### src/verilog/step_decoder_cfg.svh
// Purpose: constants of the step pulse command decoder
// Assumes: 10 MHz mclk
// Notes: definitions only
`ifndef STEP_DECODER_CFG_SVH
`define STEP_DECODER_CFG_SVH
`define POS_W 16
`define OFS_W 8
`define SYNC_W 23
`define MODE_SWITCH 3'h0
`define MODE_TWO_LOW 3'h1
`define MODE_TWO_HIGH 3'h2
`define MODE_ONE_LOW 3'h3
`define MODE_ONE_HIGH 3'h4
`define MODE_QUAD_X1 3'h5
`define MODE_QUAD_X2 3'h6
`define MODE_QUAD_X4 3'h7
`define CFG_LOAD_AT 2'h3
`define END_WINDOW 16'h0003
`define END_OFS_MAX 8'sh12
`define ELEC_MASK 16'h0003
`define CLK_PERIOD_NS 100
`define SETTLE_TIME_NS 1000
`define SETTLE_CYCLES 4'((`SETTLE_TIME_NS + `CLK_PERIOD_NS - 1) / `CLK_PERIOD_NS)
`endif

### src/verilog/step_decoder_pkg.sv
// Purpose: types of the step pulse command decoder
// Assumes: constants from the cfg header
// Notes: none
`include "step_decoder_cfg.svh"
package step_decoder_pkg;
  typedef logic signed [`POS_W-1:0] pos_t;
  typedef logic signed [`OFS_W-1:0] ofs_t;
  typedef enum logic [2:0] {ST_OFF = 3'h1, ST_RUN = 3'h2, ST_RETURN = 3'h4} drive_state_t;
endpackage

### src/verilog/step_pulse_command_decoder.sv
// Purpose: pulse train to command position, excitation and auto return
// Assumes: detectedPos comes from logic on mclk; all other inputs are pins
// Notes: positions in counts; offset clamped to +-18 counts
`timescale 1ns/10ps
`default_nettype none
`include "step_decoder_cfg.svh"
module step_pulse_command_decoder (
  input wire logic mclk,
  input wire logic reset_n,
  input wire logic step_pulse_in,
  input wire logic directionIn,
  input wire logic forward_pulse_in,
  input wire logic reverse_pulse_in,
  input wire logic currentEnableIn,
  input wire logic freeShaftIn,
  input wire logic modeSelectSwitch,
  input wire logic [2:0] pulseModeCfg,
  input wire logic excitePosCfg,
  input wire logic enablePolarityCfg,
  input wire logic autoReturnCfg,
  input wire logic dirPolarityCfg,
  input wire logic acPowerStrap,
  input wire step_decoder_pkg::ofs_t endOffsetCfg,
  input wire step_decoder_pkg::pos_t detectedPos,
  output step_decoder_pkg::pos_t commandPos,
  output logic stepStrobe,
  output logic stepForward,
  output logic clockwiseRotation,
  output logic motorExcited,
  output logic exciteAtZero,
  output logic returnActive,
  output logic returnForward,
  output logic positioningComplete,
  output logic electrical_zero_out,
  output logic configLoaded
);
  import step_decoder_pkg::*;

  // ----------------------------------------
  // input synchronisers
  // ----------------------------------------
  logic [`SYNC_W-1:0] rawIn;
  logic [`SYNC_W-1:0] syncA;
  logic [`SYNC_W-1:0] syncB;
  logic [`SYNC_W-1:0] prevB;
  assign rawIn = {endOffsetCfg, acPowerStrap, dirPolarityCfg, autoReturnCfg, enablePolarityCfg, excitePosCfg,
                  pulseModeCfg, modeSelectSwitch, freeShaftIn, currentEnableIn, reverse_pulse_in,
                  forward_pulse_in, directionIn, step_pulse_in};
  // two stages per pin, then an edge history stage
  for (genvar i = 0; i < `SYNC_W; i++) begin : g_sync
    always_ff @(posedge mclk or negedge reset_n) begin
      if (!reset_n) begin
        syncA[i] <= 1'b0;
        syncB[i] <= 1'b0;
        prevB[i] <= 1'b0;
      end else begin
        syncA[i] <= rawIn[i];
        syncB[i] <= syncA[i];
        prevB[i] <= syncB[i];
      end
    end
  end
  logic sStep, sDir, sFwd, sRev, sCen, sFree, sSw, pStep, pFwd, pRev, pCen, pFree;
  logic sAc, sDirPol, sAuto, sCenPol, sExc;
  logic [2:0] sMode;
  ofs_t sOfs;
  assign {sOfs, sAc, sDirPol, sAuto, sCenPol, sExc, sMode, sSw, sFree, sCen, sRev, sFwd, sDir, sStep} = syncB;
  assign {pFree, pCen, pRev, pFwd} = prevB[5:2];
  assign pStep = prevB[0];

  // ----------------------------------------
  // power-up configuration latch
  // ----------------------------------------
  logic [1:0] loadCnt, next_loadCnt;
  logic [2:0] modeCfg, next_modeCfg;
  logic exciteZeroCfg, cenPol, autoRet, dirPol, acVariant;
  logic next_exciteZeroCfg, next_cenPol, next_autoRet, next_dirPol, next_acVariant;
  ofs_t endOfs, next_endOfs;
  // capture once, a fixed count after reset release
  always_comb begin
    next_loadCnt = loadCnt;
    {next_modeCfg, next_exciteZeroCfg, next_cenPol, next_autoRet, next_dirPol, next_acVariant} =
      {modeCfg, exciteZeroCfg, cenPol, autoRet, dirPol, acVariant};
    next_endOfs = endOfs;
    if (loadCnt != `CFG_LOAD_AT) begin
      next_loadCnt = loadCnt + 2'h1;
    end
    if (loadCnt == `CFG_LOAD_AT - 2'h1) begin
      {next_modeCfg, next_exciteZeroCfg, next_cenPol, next_autoRet, next_dirPol, next_acVariant} =
        {sMode, sExc, sCenPol, sAuto, sDirPol, sAc};
      next_endOfs = (sOfs > `END_OFS_MAX) ? `END_OFS_MAX : (sOfs < -`END_OFS_MAX) ? -`END_OFS_MAX : sOfs;
    end
  end
  always_ff @(posedge mclk or negedge reset_n) begin
    if (!reset_n) begin
      loadCnt <= 2'h0;
      modeCfg <= `MODE_SWITCH;
      exciteZeroCfg <= 1'b0;
      cenPol <= 1'b0;
      autoRet <= 1'b0;
      dirPol <= 1'b1;
      acVariant <= 1'b0;
      endOfs <= 8'sh00;
    end else begin
      loadCnt <= next_loadCnt;
      {modeCfg, exciteZeroCfg, cenPol, autoRet, dirPol, acVariant} <=
        {next_modeCfg, next_exciteZeroCfg, next_cenPol, next_autoRet, next_dirPol, next_acVariant};
      endOfs <= next_endOfs;
    end
  end
  assign configLoaded = (loadCnt == `CFG_LOAD_AT);

  // ----------------------------------------
  // pulse decoding and command position
  // ----------------------------------------
  logic [2:0] effMode;
  logic lowAct, stepRise, fwdRise, revRise, aEdge, bEdge, doStep, fwdStep;
  logic [3:0] settleCnt, next_settleCnt;
  pos_t next_commandPos;
  logic next_stepStrobe, next_stepForward, next_cw;
  // mode 0 defers to the switch: 0 two-pulse, 1 single-pulse
  assign effMode = (modeCfg == `MODE_SWITCH) ? (sSw ? `MODE_ONE_HIGH : `MODE_TWO_HIGH) : modeCfg;
  assign lowAct = (effMode == `MODE_TWO_LOW) || (effMode == `MODE_ONE_LOW);
  assign stepRise = (sStep ^ lowAct) & ~(pStep ^ lowAct);
  assign fwdRise = (sFwd ^ lowAct) & ~(pFwd ^ lowAct);
  assign revRise = (sRev ^ lowAct) & ~(pRev ^ lowAct);
  assign aEdge = sFwd ^ pFwd;
  assign bEdge = sRev ^ pRev;
  always_comb begin
    doStep = 1'b0;
    fwdStep = 1'b0;
    unique case (effMode)
      `MODE_ONE_LOW, `MODE_ONE_HIGH: begin
        doStep = stepRise;
        fwdStep = sDir;
      end
      `MODE_QUAD_X1: begin
        doStep = aEdge & ~bEdge & sFwd;
        fwdStep = ~sRev;
      end
      `MODE_QUAD_X2: begin
        doStep = aEdge & ~bEdge;
        fwdStep = sFwd != sRev;
      end
      `MODE_QUAD_X4: begin
        doStep = aEdge ^ bEdge; // both lines moving at once is ignored
        fwdStep = aEdge ? (sFwd != sRev) : (sRev == sFwd);
      end
      default: begin
        doStep = fwdRise ^ revRise;
        fwdStep = fwdRise;
      end
    endcase
    doStep = doStep & configLoaded;
    next_commandPos = commandPos;
    if (doStep) begin
      next_commandPos = fwdStep ? commandPos + pos_t'(1) : commandPos - pos_t'(1);
    end
    next_stepStrobe = doStep;
    next_stepForward = doStep ? fwdStep : stepForward;
    next_cw = doStep ? (fwdStep == dirPol) : clockwiseRotation;
    next_settleCnt = doStep ? 4'h0 : (settleCnt == `SETTLE_CYCLES) ? settleCnt : settleCnt + 4'h1;
  end
  always_ff @(posedge mclk or negedge reset_n) begin
    if (!reset_n) begin
      commandPos <= '0;
      stepStrobe <= 1'b0;
      stepForward <= 1'b0;
      clockwiseRotation <= 1'b0;
      settleCnt <= 4'h0;
    end else begin
      commandPos <= next_commandPos;
      stepStrobe <= next_stepStrobe;
      stepForward <= next_stepForward;
      clockwiseRotation <= next_cw;
      settleCnt <= next_settleCnt;
    end
  end

  // ----------------------------------------
  // excitation and auto return
  // ----------------------------------------
  drive_state_t state, next_state;
  logic cenOn, cenRise, freeFall, wake, pwrPending, next_pwrPending, firstDone, next_firstDone;
  logic next_exciteAtZero, next_returnForward, next_posComplete, next_elecZero;
  pos_t deviation, shiftedErr, absErr;
  assign cenOn = sCen ^ cenPol;
  assign cenRise = cenOn & ~(pCen ^ cenPol);
  assign freeFall = ~sFree & pFree;
  assign wake = configLoaded & cenOn & ~sFree;
  assign deviation = commandPos - detectedPos;
  assign shiftedErr = deviation - pos_t'(endOfs);
  assign absErr = shiftedErr[`POS_W-1] ? -shiftedErr : shiftedErr;
  always_comb begin
    next_state = state;
    next_firstDone = firstDone;
    next_exciteAtZero = exciteAtZero;
    next_pwrPending = pwrPending | ((loadCnt == `CFG_LOAD_AT - 2'h1) & sAuto & sAc);
    unique case (state)
      ST_OFF: begin
        if (wake) begin
          next_state = (autoRet & (cenRise | freeFall | pwrPending)) ? ST_RETURN : ST_RUN;
          next_pwrPending = 1'b0;
          next_firstDone = 1'b1;
          if (!firstDone) begin
            next_exciteAtZero = exciteZeroCfg | cenPol;
          end
        end
      end
      ST_RUN: begin
        if (!cenOn || sFree) begin
          next_state = ST_OFF;
        end
      end
      ST_RETURN: begin
        if (!cenOn || sFree) begin
          next_state = ST_OFF;
        end else if (deviation == '0) begin
          next_state = ST_RUN;
        end
      end
      default: next_state = ST_OFF;
    endcase
    next_returnForward = ~deviation[`POS_W-1];
    next_posComplete = (state == ST_RUN) && (settleCnt == `SETTLE_CYCLES) && (absErr <= `END_WINDOW);
    next_elecZero = (detectedPos & `ELEC_MASK) == '0;
  end
  always_ff @(posedge mclk or negedge reset_n) begin
    if (!reset_n) begin
      state <= ST_OFF;
      firstDone <= 1'b0;
      exciteAtZero <= 1'b0;
      pwrPending <= 1'b0;
      returnForward <= 1'b0;
      positioningComplete <= 1'b0;
      electrical_zero_out <= 1'b0;
    end else begin
      state <= next_state;
      firstDone <= next_firstDone;
      exciteAtZero <= next_exciteAtZero;
      pwrPending <= next_pwrPending;
      returnForward <= next_returnForward;
      positioningComplete <= next_posComplete;
      electrical_zero_out <= next_elecZero;
    end
  end
  assign motorExcited = (state != ST_OFF);
  assign returnActive = (state == ST_RETURN);
endmodule
`default_nettype wire

### config.mk
export PLATFORM = sky130hd
export DESIGN_NAME = step_pulse_command_decoder
export DESIGN_NICKNAME = d
export VERILOG_FILES = /design/src/verilog/step_decoder_pkg.sv /design/src/verilog/step_pulse_command_decoder.sv
export VERILOG_INCLUDE_DIRS = /design/src /design/src/verilog
export SDC_FILE = /design/constraint.sdc
export NUM_CORES = 1
export LEC_CHECK = 0
export ABC_AREA = 1
export BUFFER_PORTS_ARGS = -buffer_cell sky130_fd_sc_hd__buf_2
export CAP_MARGIN = 10
export CORE_MARGIN = 4
export CORE_UTILIZATION = 45
export DETAILED_ROUTE_END_ITERATION = 7
export PLACE_DENSITY = 0.7
export SLEW_MARGIN = 40
export SYNTH_ARGS = -nofsm -noshare
export SYNTH_HDL_FRONTEND = slang
export SYNTH_SLANG_ARGS = --single-unit
### constraint.sdc
create_clock -name mclk -period 4 [get_ports mclk]
set_input_delay 0.6 -clock mclk [delete_from_list [all_inputs] [get_ports mclk]]
set_output_delay 0.6 -clock mclk [all_outputs]
set_load 0.005 [all_outputs]
[Word-level counts from Yosys, hierarchy flattened]
Cells that the tools add are included.
Word-level totals
  logic and storage cells: 170
  input bits: 41
  flip-flop bits (word level): 100
  output and inout port bits: 26
Cells by class
  multiplexer cells: 19
  $add $sub $neg: 7
  reduce and logical (&&, ||, !) cells: 12
  equal/unequal tests: 21
  $lt $le $gt $ge: 3
  bitwise logic cells: 38
Operators by type and width (count)
  16-bit logical NOT: 2
  16-bit 2-to-1 mux: 2
  3-bit 2-to-1 mux: 7
  16-bit by 2-bit adder with 16-bit output (second input constant): 1
  16-bit by 2-bit less-or-equal comparator with 1-bit output (second input constant): 1
  8-bit 2-to-1 mux: 2
  16-bit negation: 1
  16-bit subtractor: 1
  16-bit by 2-bit subtractor with 16-bit output (second input constant): 1
  16-bit by 8-bit subtractor with 16-bit output: 1
  3-bit equality test (second input constant): 5
  1-bit bitwise AND: 13
  1-bit XOR: 12
  1-bit inverter: 9
  3-bit one-hot mux with 3 select lines: 1
  8-bit by 6-bit greater-than comparator with 1-bit output (second input constant): 1
  8-bit by 6-bit < comparator with 1-bit output (second input constant): 1
  4-bit 2-to-1 mux: 2
  2-bit inequality test (second input constant): 4
  1-bit one-hot mux with 4 select lines: 2
  3-bit by 1-bit equality test with 1-bit output (second input constant): 2
  3-bit by 2-bit equality test with 1-bit output (second input constant): 2
  3-bit by 1-bit inequality test with 1-bit output (second input constant): 2
  3-bit AND reduction: 2
  other kinds (14): 23

[Logic depth before layout (Yosys ltp)]
Gate-level depths: netlist of the first run.
  depth in word-level cells: 11
  gate-level depth with buffers: 30
  gate-level depth less buffers: 30

[Worst setup path after synthesis of the first run]
OpenSTA, ideal clock, no wires.
  path kind: input-to-reg
  start point: input port detectedPos[3]
  end point: register positioningComplete
  stages: 26
  data arrival time: 3521 ps
  slack: 408 ps
  path buffers: 1
  library setup time: 71 ps
  required time: 3929 ps
  cell sequence: inv_1 ha_1 a21oi_1 nor2_1 nor2_1 nand2_1 nand3_1 nand2_1 a21oi_1 xnor2_1 ha_1 a21o_1 a21oi_1 nand3_1 a21oi_2 inv_1 nand3_1 nand2_2 buf_6 nand3_1 nand2_1 inv_1 nand2_1 nor2_1 nand2_1 nor2_1
On the way
  cells in the longest elaborated chain, start to end: 6
RTL lines
  from (decl): RTL line step_pulse_command_decoder.sv:24  | input wire step_decoder_pkg::pos_t detectedPos,
  16-bit subtractor *: RTL line step_pulse_command_decoder.sv:191  | assign deviation = commandPos - detectedPos;
  16-bit by 8-bit subtractor with 16-bit output *: RTL line step_pulse_command_decoder.sv:192  | assign shiftedErr = deviation - pos_t'(endOfs);
  16-bit negation: RTL line step_pulse_command_decoder.sv:193  | assign absErr = shiftedErr[`POS_W-1] ? -shiftedErr : shiftedErr;
  16-bit 2-to-1 mux *: RTL line step_pulse_command_decoder.sv:193
  16-bit by 2-bit less-or-equal comparator with 1-bit output (no source line) *
  1-bit logical AND *: RTL line step_pulse_command_decoder.sv:225  | next_posComplete = (state == ST_RUN) && (settleCnt == `SETTLE_CYCLES) && (absErr <= `END_WINDOW);
  named net next_posComplete: RTL line step_pulse_command_decoder.sv:185  | logic next_exciteAtZero, next_returnForward, next_posComplete, next_elecZero;
  to (signal assigned): RTL line step_pulse_command_decoder.sv:243  | positioningComplete <= next_posComplete;
  to (decl): RTL line step_pulse_command_decoder.sv:33  | output logic positioningComplete,
The timed path passes the listed nets; every way through them passes the cells marked *.
A chain may end at the register's enable or synchronous reset.

[Worst setup path after layout of the first run]
  start point: register commandPos[9]
  end point: register positioningComplete
On the way
  cells in the longest elaborated chain, start to end: 6
RTL lines
  from (decl): RTL line step_pulse_command_decoder.sv:25  | output step_decoder_pkg::pos_t commandPos,
  from (signal assigned): RTL line step_pulse_command_decoder.sv:172  | commandPos <= next_commandPos;
  16-bit subtractor *: RTL line step_pulse_command_decoder.sv:191
  16-bit by 8-bit subtractor with 16-bit output *: RTL line step_pulse_command_decoder.sv:192
  16-bit negation: RTL line step_pulse_command_decoder.sv:193
  16-bit 2-to-1 mux *: RTL line step_pulse_command_decoder.sv:193
  16-bit by 2-bit less-or-equal comparator with 1-bit output (no source line) *
  1-bit logical AND *: RTL line step_pulse_command_decoder.sv:225
  named net next_posComplete: RTL line step_pulse_command_decoder.sv:185
Marks and branches as above.

==> flow_summary_export.csv, run 1 <==
group,metric,value,unit
clock_network,cts_root_buffer,"clkbuf_16",
critical_path,critPathLaunchType,"register",
route,drt_first_pass_iters,5,
timing,hold_ws,0.2656,ns
critical_path,crit_arrival,3.96,ns
critical_path,worstPathRequired,4.28,ns
timing,skew,0.008514,ns
pwr,p_leak,0.004085,uW
floorplan,coreArea,14100,um^2
yosys,yosys_warnings,0,
route,wl,14280,um
final_layout,area_growth,14.62,%
critical_path,reg2reg_depth,19,
timing,drv_slew,0,
floorplan,start_util,46.68,%
timing,slew_headroom,50.64,%
critical_path,endpoint_kind,"register",
yosys,synth_cell_types,45,
route,drc_errors,0,
pwr,peakVddDrop,348.1,uV
clock_network,clock_sinks,100,
timing,fmax,271.9,MHz
global_routing,grt.total_usage,17.62,%
worst_hold_path,hold_class,"input pin to asynchronous set/reset pin",
route,viasPerCell,4.987,
final_layout,final_nets,1042,
yosys,synth_top_cells_by_area,"dfrtp_1, nand2_1, ha_1",
timing,finalCriticalPeriod,3.678,ns
route,ant_nets,0,
clock_network,tritoncts,"built",
route,dr.first_iter.drc_count,298,
clock_network,worstSkewPairLatency,0.34,ns
route,avgRoutedWirePerCell,12.61,um
yosys,synth_cells,865,
global_routing,antenna_found_initial,0,
place,gp_congestion,0.8807,
floorplan,die-width,128.9,um
timing,worst_slew_pin_slew,0.7403,ns
place,dpl.hpwl,11290,um
clock_network,postCtsHoldBufs,0,
clock_network,clk_pin_slew_worst_paths,0.08,ns
critical_path,crit_fanout,14,
floorplan,io_pins,67,
global_routing,grt_start_max_net_pins,83,
pwr,p_total,7188,uW
floorplan,rows,43,
critical_path,path_class,"register to register",
run_status,run_status,"complete, no violations",
yosys,synth_top_cell_area_share,37.27,%
yosys,syn_area,6580,um^2
place,io_buffers,66,
route,num_vias,5645,
final_layout,layout-drive-gt1-share,14.39,%
yosys,ys_ff_latch,100,
pwr,pwr_density_cell,953.0,nW/um^2
global_routing,grt_first_pass_wirelength,23740,um
global_routing,grt-ovfl-total,0,
yosys,ys_seq_area_share,38.07,%
timing,setup_viol,0,
timing,final.period_utilization,91.96,%
yosys,syn_avg_cell_area,7.607,um^2
floorplan,die_h,128.9,um
timing,hold_viol,0,
floorplan,die-area,16620,um^2
critical_path,rrSetupSlack,0.32,ns
final_layout,utilization,53.51,%
job,drv_cap,0,
timing,tns,0,ns
yosys,synth_fp_nets,960,
final_layout,antenna_cells,0,
clock_network,numCtsBuffers,9,
yosys,yosys.area.top_type,"dfrtp_1",
global_routing,grt_pass1_vias,5199,
clock_network,clockBufferDepth,2,
clock_network,cts-htree-levels,3,
## metrics by stage
step	cell area [um^2]	instances	setup slack [ns]
final	7542	1132	0.3215
after detailed placement	7144	1109	-0.04390
after floorplan	6580	865	0.4081
after global placement	7141	1109	0.08337
after global routing	7542	1132	-0.06032
after CTS	7450	1125	0.07445
## flip-flops by register name (all words and copies together) (netlist names), 2 cells and up
signal	flops
loadCnt	2
syncA	23
settleCnt	4
state	3
commandPos	16
endOfs	8
modeCfg	3
sOfs	8
sMode	3
## power by group
group	internal (uW)	switching [uW]
clock	444	421
sequential	1180	169
combinational	1860	3110
total	3480	3710
## worst max-delay path, cell delays in order (launching register included)
cell      delay (ns)
dfrtp_1         0.45
ha_1            0.36
a21oi_1         0.27
o21ai_0         0.15
a221oi_1        0.35
nand2_1         0.11
xor2_1          0.22
inv_1           0.07
ha_1            0.32
a21oi_1         0.16
o21ai_0         0.11
a21oi_2         0.16
buf_4           0.13
nand3_2         0.09
nand2_4         0.15
nand2_1         0.09
xor2_1          0.14
nor2_1          0.11
nand2_1         0.06
nor2_1          0.10
## cell usage after synthesis (all sizes together)
library cell    n
nand2         248
inv           147
dfrtp          98
nor2           63
nand3          61
ha             51
a21oi          39
o21ai          38
xor2           28
nor3           14
nand4          11
xnor2          10
nand3b          9
a221oi          5
buf             5
a31oi           4
o21bai          4
o31ai           4
clkbuf          3
fa              3
or2             3
a32oi           2
dfstp           2
o211a           2
o211ai          2
o21a            2
o22ai           2
a211oi          1
a21o            1
a221o           1
a32o            1
o2111ai         1
## worst paths after layout
check	startpoint	to
worst max register to register	commandPos[9]	positioningComplete
worst min register to register	syncA[8]	sMode[1]
worst max-delay path	commandPos[9]	positioningComplete
min in group mclk	syncA[8]	sMode[1]
worst min-delay path	reset_n	commandPos[10]
max in group asynchronous	reset_n	dirPol
## logic make-up after synthesis
| logic type | Yosys count | share of synthesized area [%] |
|---|---|---|
| DFF | 100 | 38.07 |
| and+or+nand+nor | 409 | 27.31 |
| xor gates and xnor gates | 38 | 5.172 |
| AOI/OAI and AO/OA | 109 | 9.812 |
| buffers and inverters | 155 | 9.032 |
| adders and majority gates | 54 | 10.61 |
## layout by cell type (no fill, tap or decap), drive strengths merged
| cell type | Yosys | final |
|---|---|---|
| a211oi | 1 | 1 |
| a21o | 1 | 1 |
| a21oi | 39 | 39 |
| a221o | 1 | 1 |
| a221oi | 5 | 5 |
| a31oi | 4 | 4 |
| a32o | 1 | 1 |
| a32oi | 2 | 2 |
| buf | 5 | 79 |
| clkbuf | 3 | 9 |
| clkinv | 0 | 4 |
| clkinvlp | 0 | 2 |
| dfrtp | 98 | 98 |
| dfstp | 2 | 2 |
| fa | 3 | 3 |
| ha | 51 | 51 |
| inv | 147 | 148 |
| nand2 | 248 | 248 |
| nand3 | 61 | 61 |
| nand3b | 9 | 9 |
| nand4 | 11 | 11 |
| nor2 | 63 | 63 |
| nor3 | 14 | 14 |
| o2111ai | 1 | 1 |
| o211a | 2 | 2 |
| o211ai | 2 | 2 |
| o21a | 2 | 2 |
| o21ai | 38 | 38 |
| o21bai | 4 | 4 |
| o22ai | 2 | 2 |
| o31ai | 4 | 4 |
| or2 | 3 | 3 |
| xnor2 | 10 | 10 |
| xor2 | 28 | 28 |
## layout make-up
| type | instances | area (um^2) |
|---|---|---|
| repair buffers | 79 | 434.2 |
| inverters | 147 | 555.5 |
| clock inverters | 7 | 80.08 |
| flip-flops and latches | 100 | 2505 |
| fillers | 1373 | 6554 |
| well taps | 180 | 225.2 |
| clock buffers | 9 | 225.2 |
| multi-input cells | 610 | 3517 |
## repair_timing
item / CTS / global route
endpoints found under the setup margin: 0 / 3
setup buffers: 0 / 7
resized for setup: 0 / 10
## per-layer routing
layer	wire length, um	global-route usage, %	part of all wire [%]	vias to the layer above
met1	6867	24.34	48	2604
met4	228	5.930	1.6	0
li1	-	-	-	2936
met5	0	0	0	-
met2	6768	28.48	47	84
met3	414	2.615	2.9	21
Note: power is estimated with default switching activity, not from simulation.
==> run 2: changes to the inputs <==
==> constraint.sdc (replaced) <==
create_clock -name mclk -period 4 [get_ports mclk]
set_input_delay 1 -clock mclk [delete_from_list [all_inputs] [get_ports mclk]]
set_output_delay 1 -clock mclk [all_outputs]
set_load 0.005 [all_outputs]
==> run 2 against run 1 <==
  * Worst setup slack lost 0.15 ns
  * Critical endpoint unchanged
  * First-iteration DRC count decreased by 21%
  * Critical path type is now input pin to register
  * Cell area increased by 9.8%
==> flow_summary_export.csv, run 2 (same netlist as run 1, synthesis figures left out) <==
group,metric,value,unit
run_status,run_status,"complete, no violations",
floorplan,start_util,46.68,%
timing,skew,0.007087,ns
critical_path,endpoint_kind,"register",
final_layout,area_growth,25.88,%
route,dr.first_iter.drc_count,236,
final_layout,layout_common_cells,"nand2_1, inv_1, dfrtp_1, buf_2, buf_4",
route,num_vias,5835,
clock_network,clockBufferDepth,2,
clock_network,numCtsBuffers,9,
final_layout,layout-drive-gt1-share,24.25,%
place,gp_congestion,0.8551,
route,viasPerCell,4.920,
critical_path,cpMostUsedCell,"nand2_1",
critical_path,max_stage_delay,0.41,ns
global_routing,grt.total_usage,18.00,%
worst_hold_path,hold_depth,0,
critical_path,critPathLaunchType,"input pin",
timing,finalCriticalPeriod,3.826,ns
critical_path,crit_slowest_cell,"fa_2",
route,avgRoutedWirePerCell,12.61,um
final_layout,largest_register,"syncA",
route,wl,14960,um
clock_network,tritoncts,"built",
global_routing,grt_pass1_vias,5471,
floorplan,die-area,16620,um^2
worst_hold_path,hold_class,"register to register",
worst_hold_path,min_from,"syncA[20]",
clock_network,cts-htree-levels,3,
timing,worst_slew_pin_slew,0.5770,ns
floorplan,die_h,128.9,um
timing,hold_viol,0,
timing,setup_viol,0,
timing,setup_ws,0.1739,ns
place,io_buffers,66,
route,drt_first_pass_iters,4,
timing,final.period_utilization,95.65,%
timing,fmax,261.4,MHz
floorplan,io_pins,67,
final_layout,final_common_cell,"nand2_1",
critical_path,regToRegEndpoint,"positioningComplete",
global_routing,grt_first_pass_wirelength,24290,um
critical_path,rrSetupSlack,0.29,ns
global_routing,grt-ovfl-total,0,
floorplan,die-width,128.9,um
critical_path,crit_arrival,4.11,ns
critical_path,reg2reg_depth,25,
final_layout,largest_reg_flops,23,
global_routing,antenna_found_initial,0,
floorplan,rows,43,
clock_network,worstSkewPairLatency,0.35,ns
worst_hold_path,min_to,"sOfs[5]",
route,ant_nets,0,
clock_network,clock_sinks,100,
critical_path,path_class,"input pin to register",
place,placed_cell_area,7566,um^2
clock_network,cts_root_buffer,"clkbuf_16",
place,place_worst_setup_slack,-0.3527,ns
clock_network,postCtsHoldBufs,0,
final_layout,largestRegisters,"syncA x23, commandPos x16",
route,drc_errors,0,
floorplan,coreArea,14100,um^2
global_routing,grt_start_max_net_pins,62,
clock_network,clk_pin_slew_worst_paths,0.07,ns
job,drv_cap,0,
place,dpl.hpwl,11430,um
critical_path,r2r_start,"commandPos[0]",
timing,slew_headroom,61.53,%
critical_path,crit_fanout,7,
final_layout,antenna_cells,0,
final_layout,design_area,8283,um^2
timing,drv_slew,0,
critical_path,worstPathRequired,4.29,ns
timing,tns,0,ns
final_layout,final_nets,1096,
-- run 2: changes by cell type in the layout (fill, tap and decap cells not counted), moves of 4 or more --
cell	before	now
nand3_2	4	11
nand2_1	230	218
inv_2	3	7
buf_4	13	64
ha_1	50	40
ha_4	1	10
a21oi_1	36	27
xor2_2	1	5
nor2_1	59	53
a21oi_2	3	10
nand2_2	15	28
nand3_1	57	50
xor2_1	27	23
-- run 2: how the worst max path moves through the flow --
stage | from | to | slack, ns | cells after the start
4_1_cts | detectedPos[0] | positioningComplete | 0.02 | 23
6_report | detectedPos[0] | positioningComplete | 0.17 | 25
5_1_grt | detectedPos[0] | positioningComplete | -0.07 | 25
2_1_floorplan | detectedPos[3] | positioningComplete | 0.008 | 26
3_5_place_dp | detectedPos[0] | positioningComplete | -0.35 | 23
3_3_place_gp | detectedPos[0] | positioningComplete | -0.26 | 24
-- run 2: repair_timing --
item,4_1_cts,5_1_grt
endpoints found under the hold margin,0,0
endpoints found under the setup margin,0,1
resized for setup,0,74
setup buffers,0,5
-- run 2: per-stage QoR --
stage	utilization, %	cells	hold WS [ns]
final	58.76	1186	0.3449
after detailed placement	53.67	1164	0.3347
after global placement	53.67	1164	0.3322
after floorplan	-	865	0.3312
after global routing	58.76	1186	0.3517
after CTS	55.96	1180	0.3477
-- run 2: cell type report --
type / count / area, um^2
Clock buffer: 10 / 239.0
Timing Repair Buffer: 132 / 854.6
Fill cell: 1291 / 5813
Multi-Input combinational cell: 611 / 3825
Tap cell: 180 / 225.2
Inverter: 147 / 551.8
Clock inverter: 6 / 82.58
Sequential cell: 100 / 2505
-- run 2: per-layer routing --
| metal | wire length, um | share of wire [%] | vias to the layer above | GRT usage, % |
|---|---|---|---|---|
| li1 | - | - | 3051 | - |
| met1 | 6769 | 45 | 2681 | 24.02 |
| met2 | 7354 | 49 | 84 | 29.51 |
| met3 | 574 | 3.8 | 19 | 3.072 |
| met4 | 263 | 1.8 | 0 | 6.609 |
| met5 | 0 | 0 | - | 0 |
-- run 2: worst max-delay path: cells and delay by family --
kind,cells,cell delay (ns)
AND/OR/NAND/NOR,13,1.27
AO/OA/AOI/OAI,2,0.28
buffers and inverters,5,0.41
XOR/XNOR,2,0.32
adder cells (fa/ha/maj),3,0.82
Power of run 2 is not shown: default switching activity piles up to over one toggle a cycle in this logic, so the estimate is an artifact.
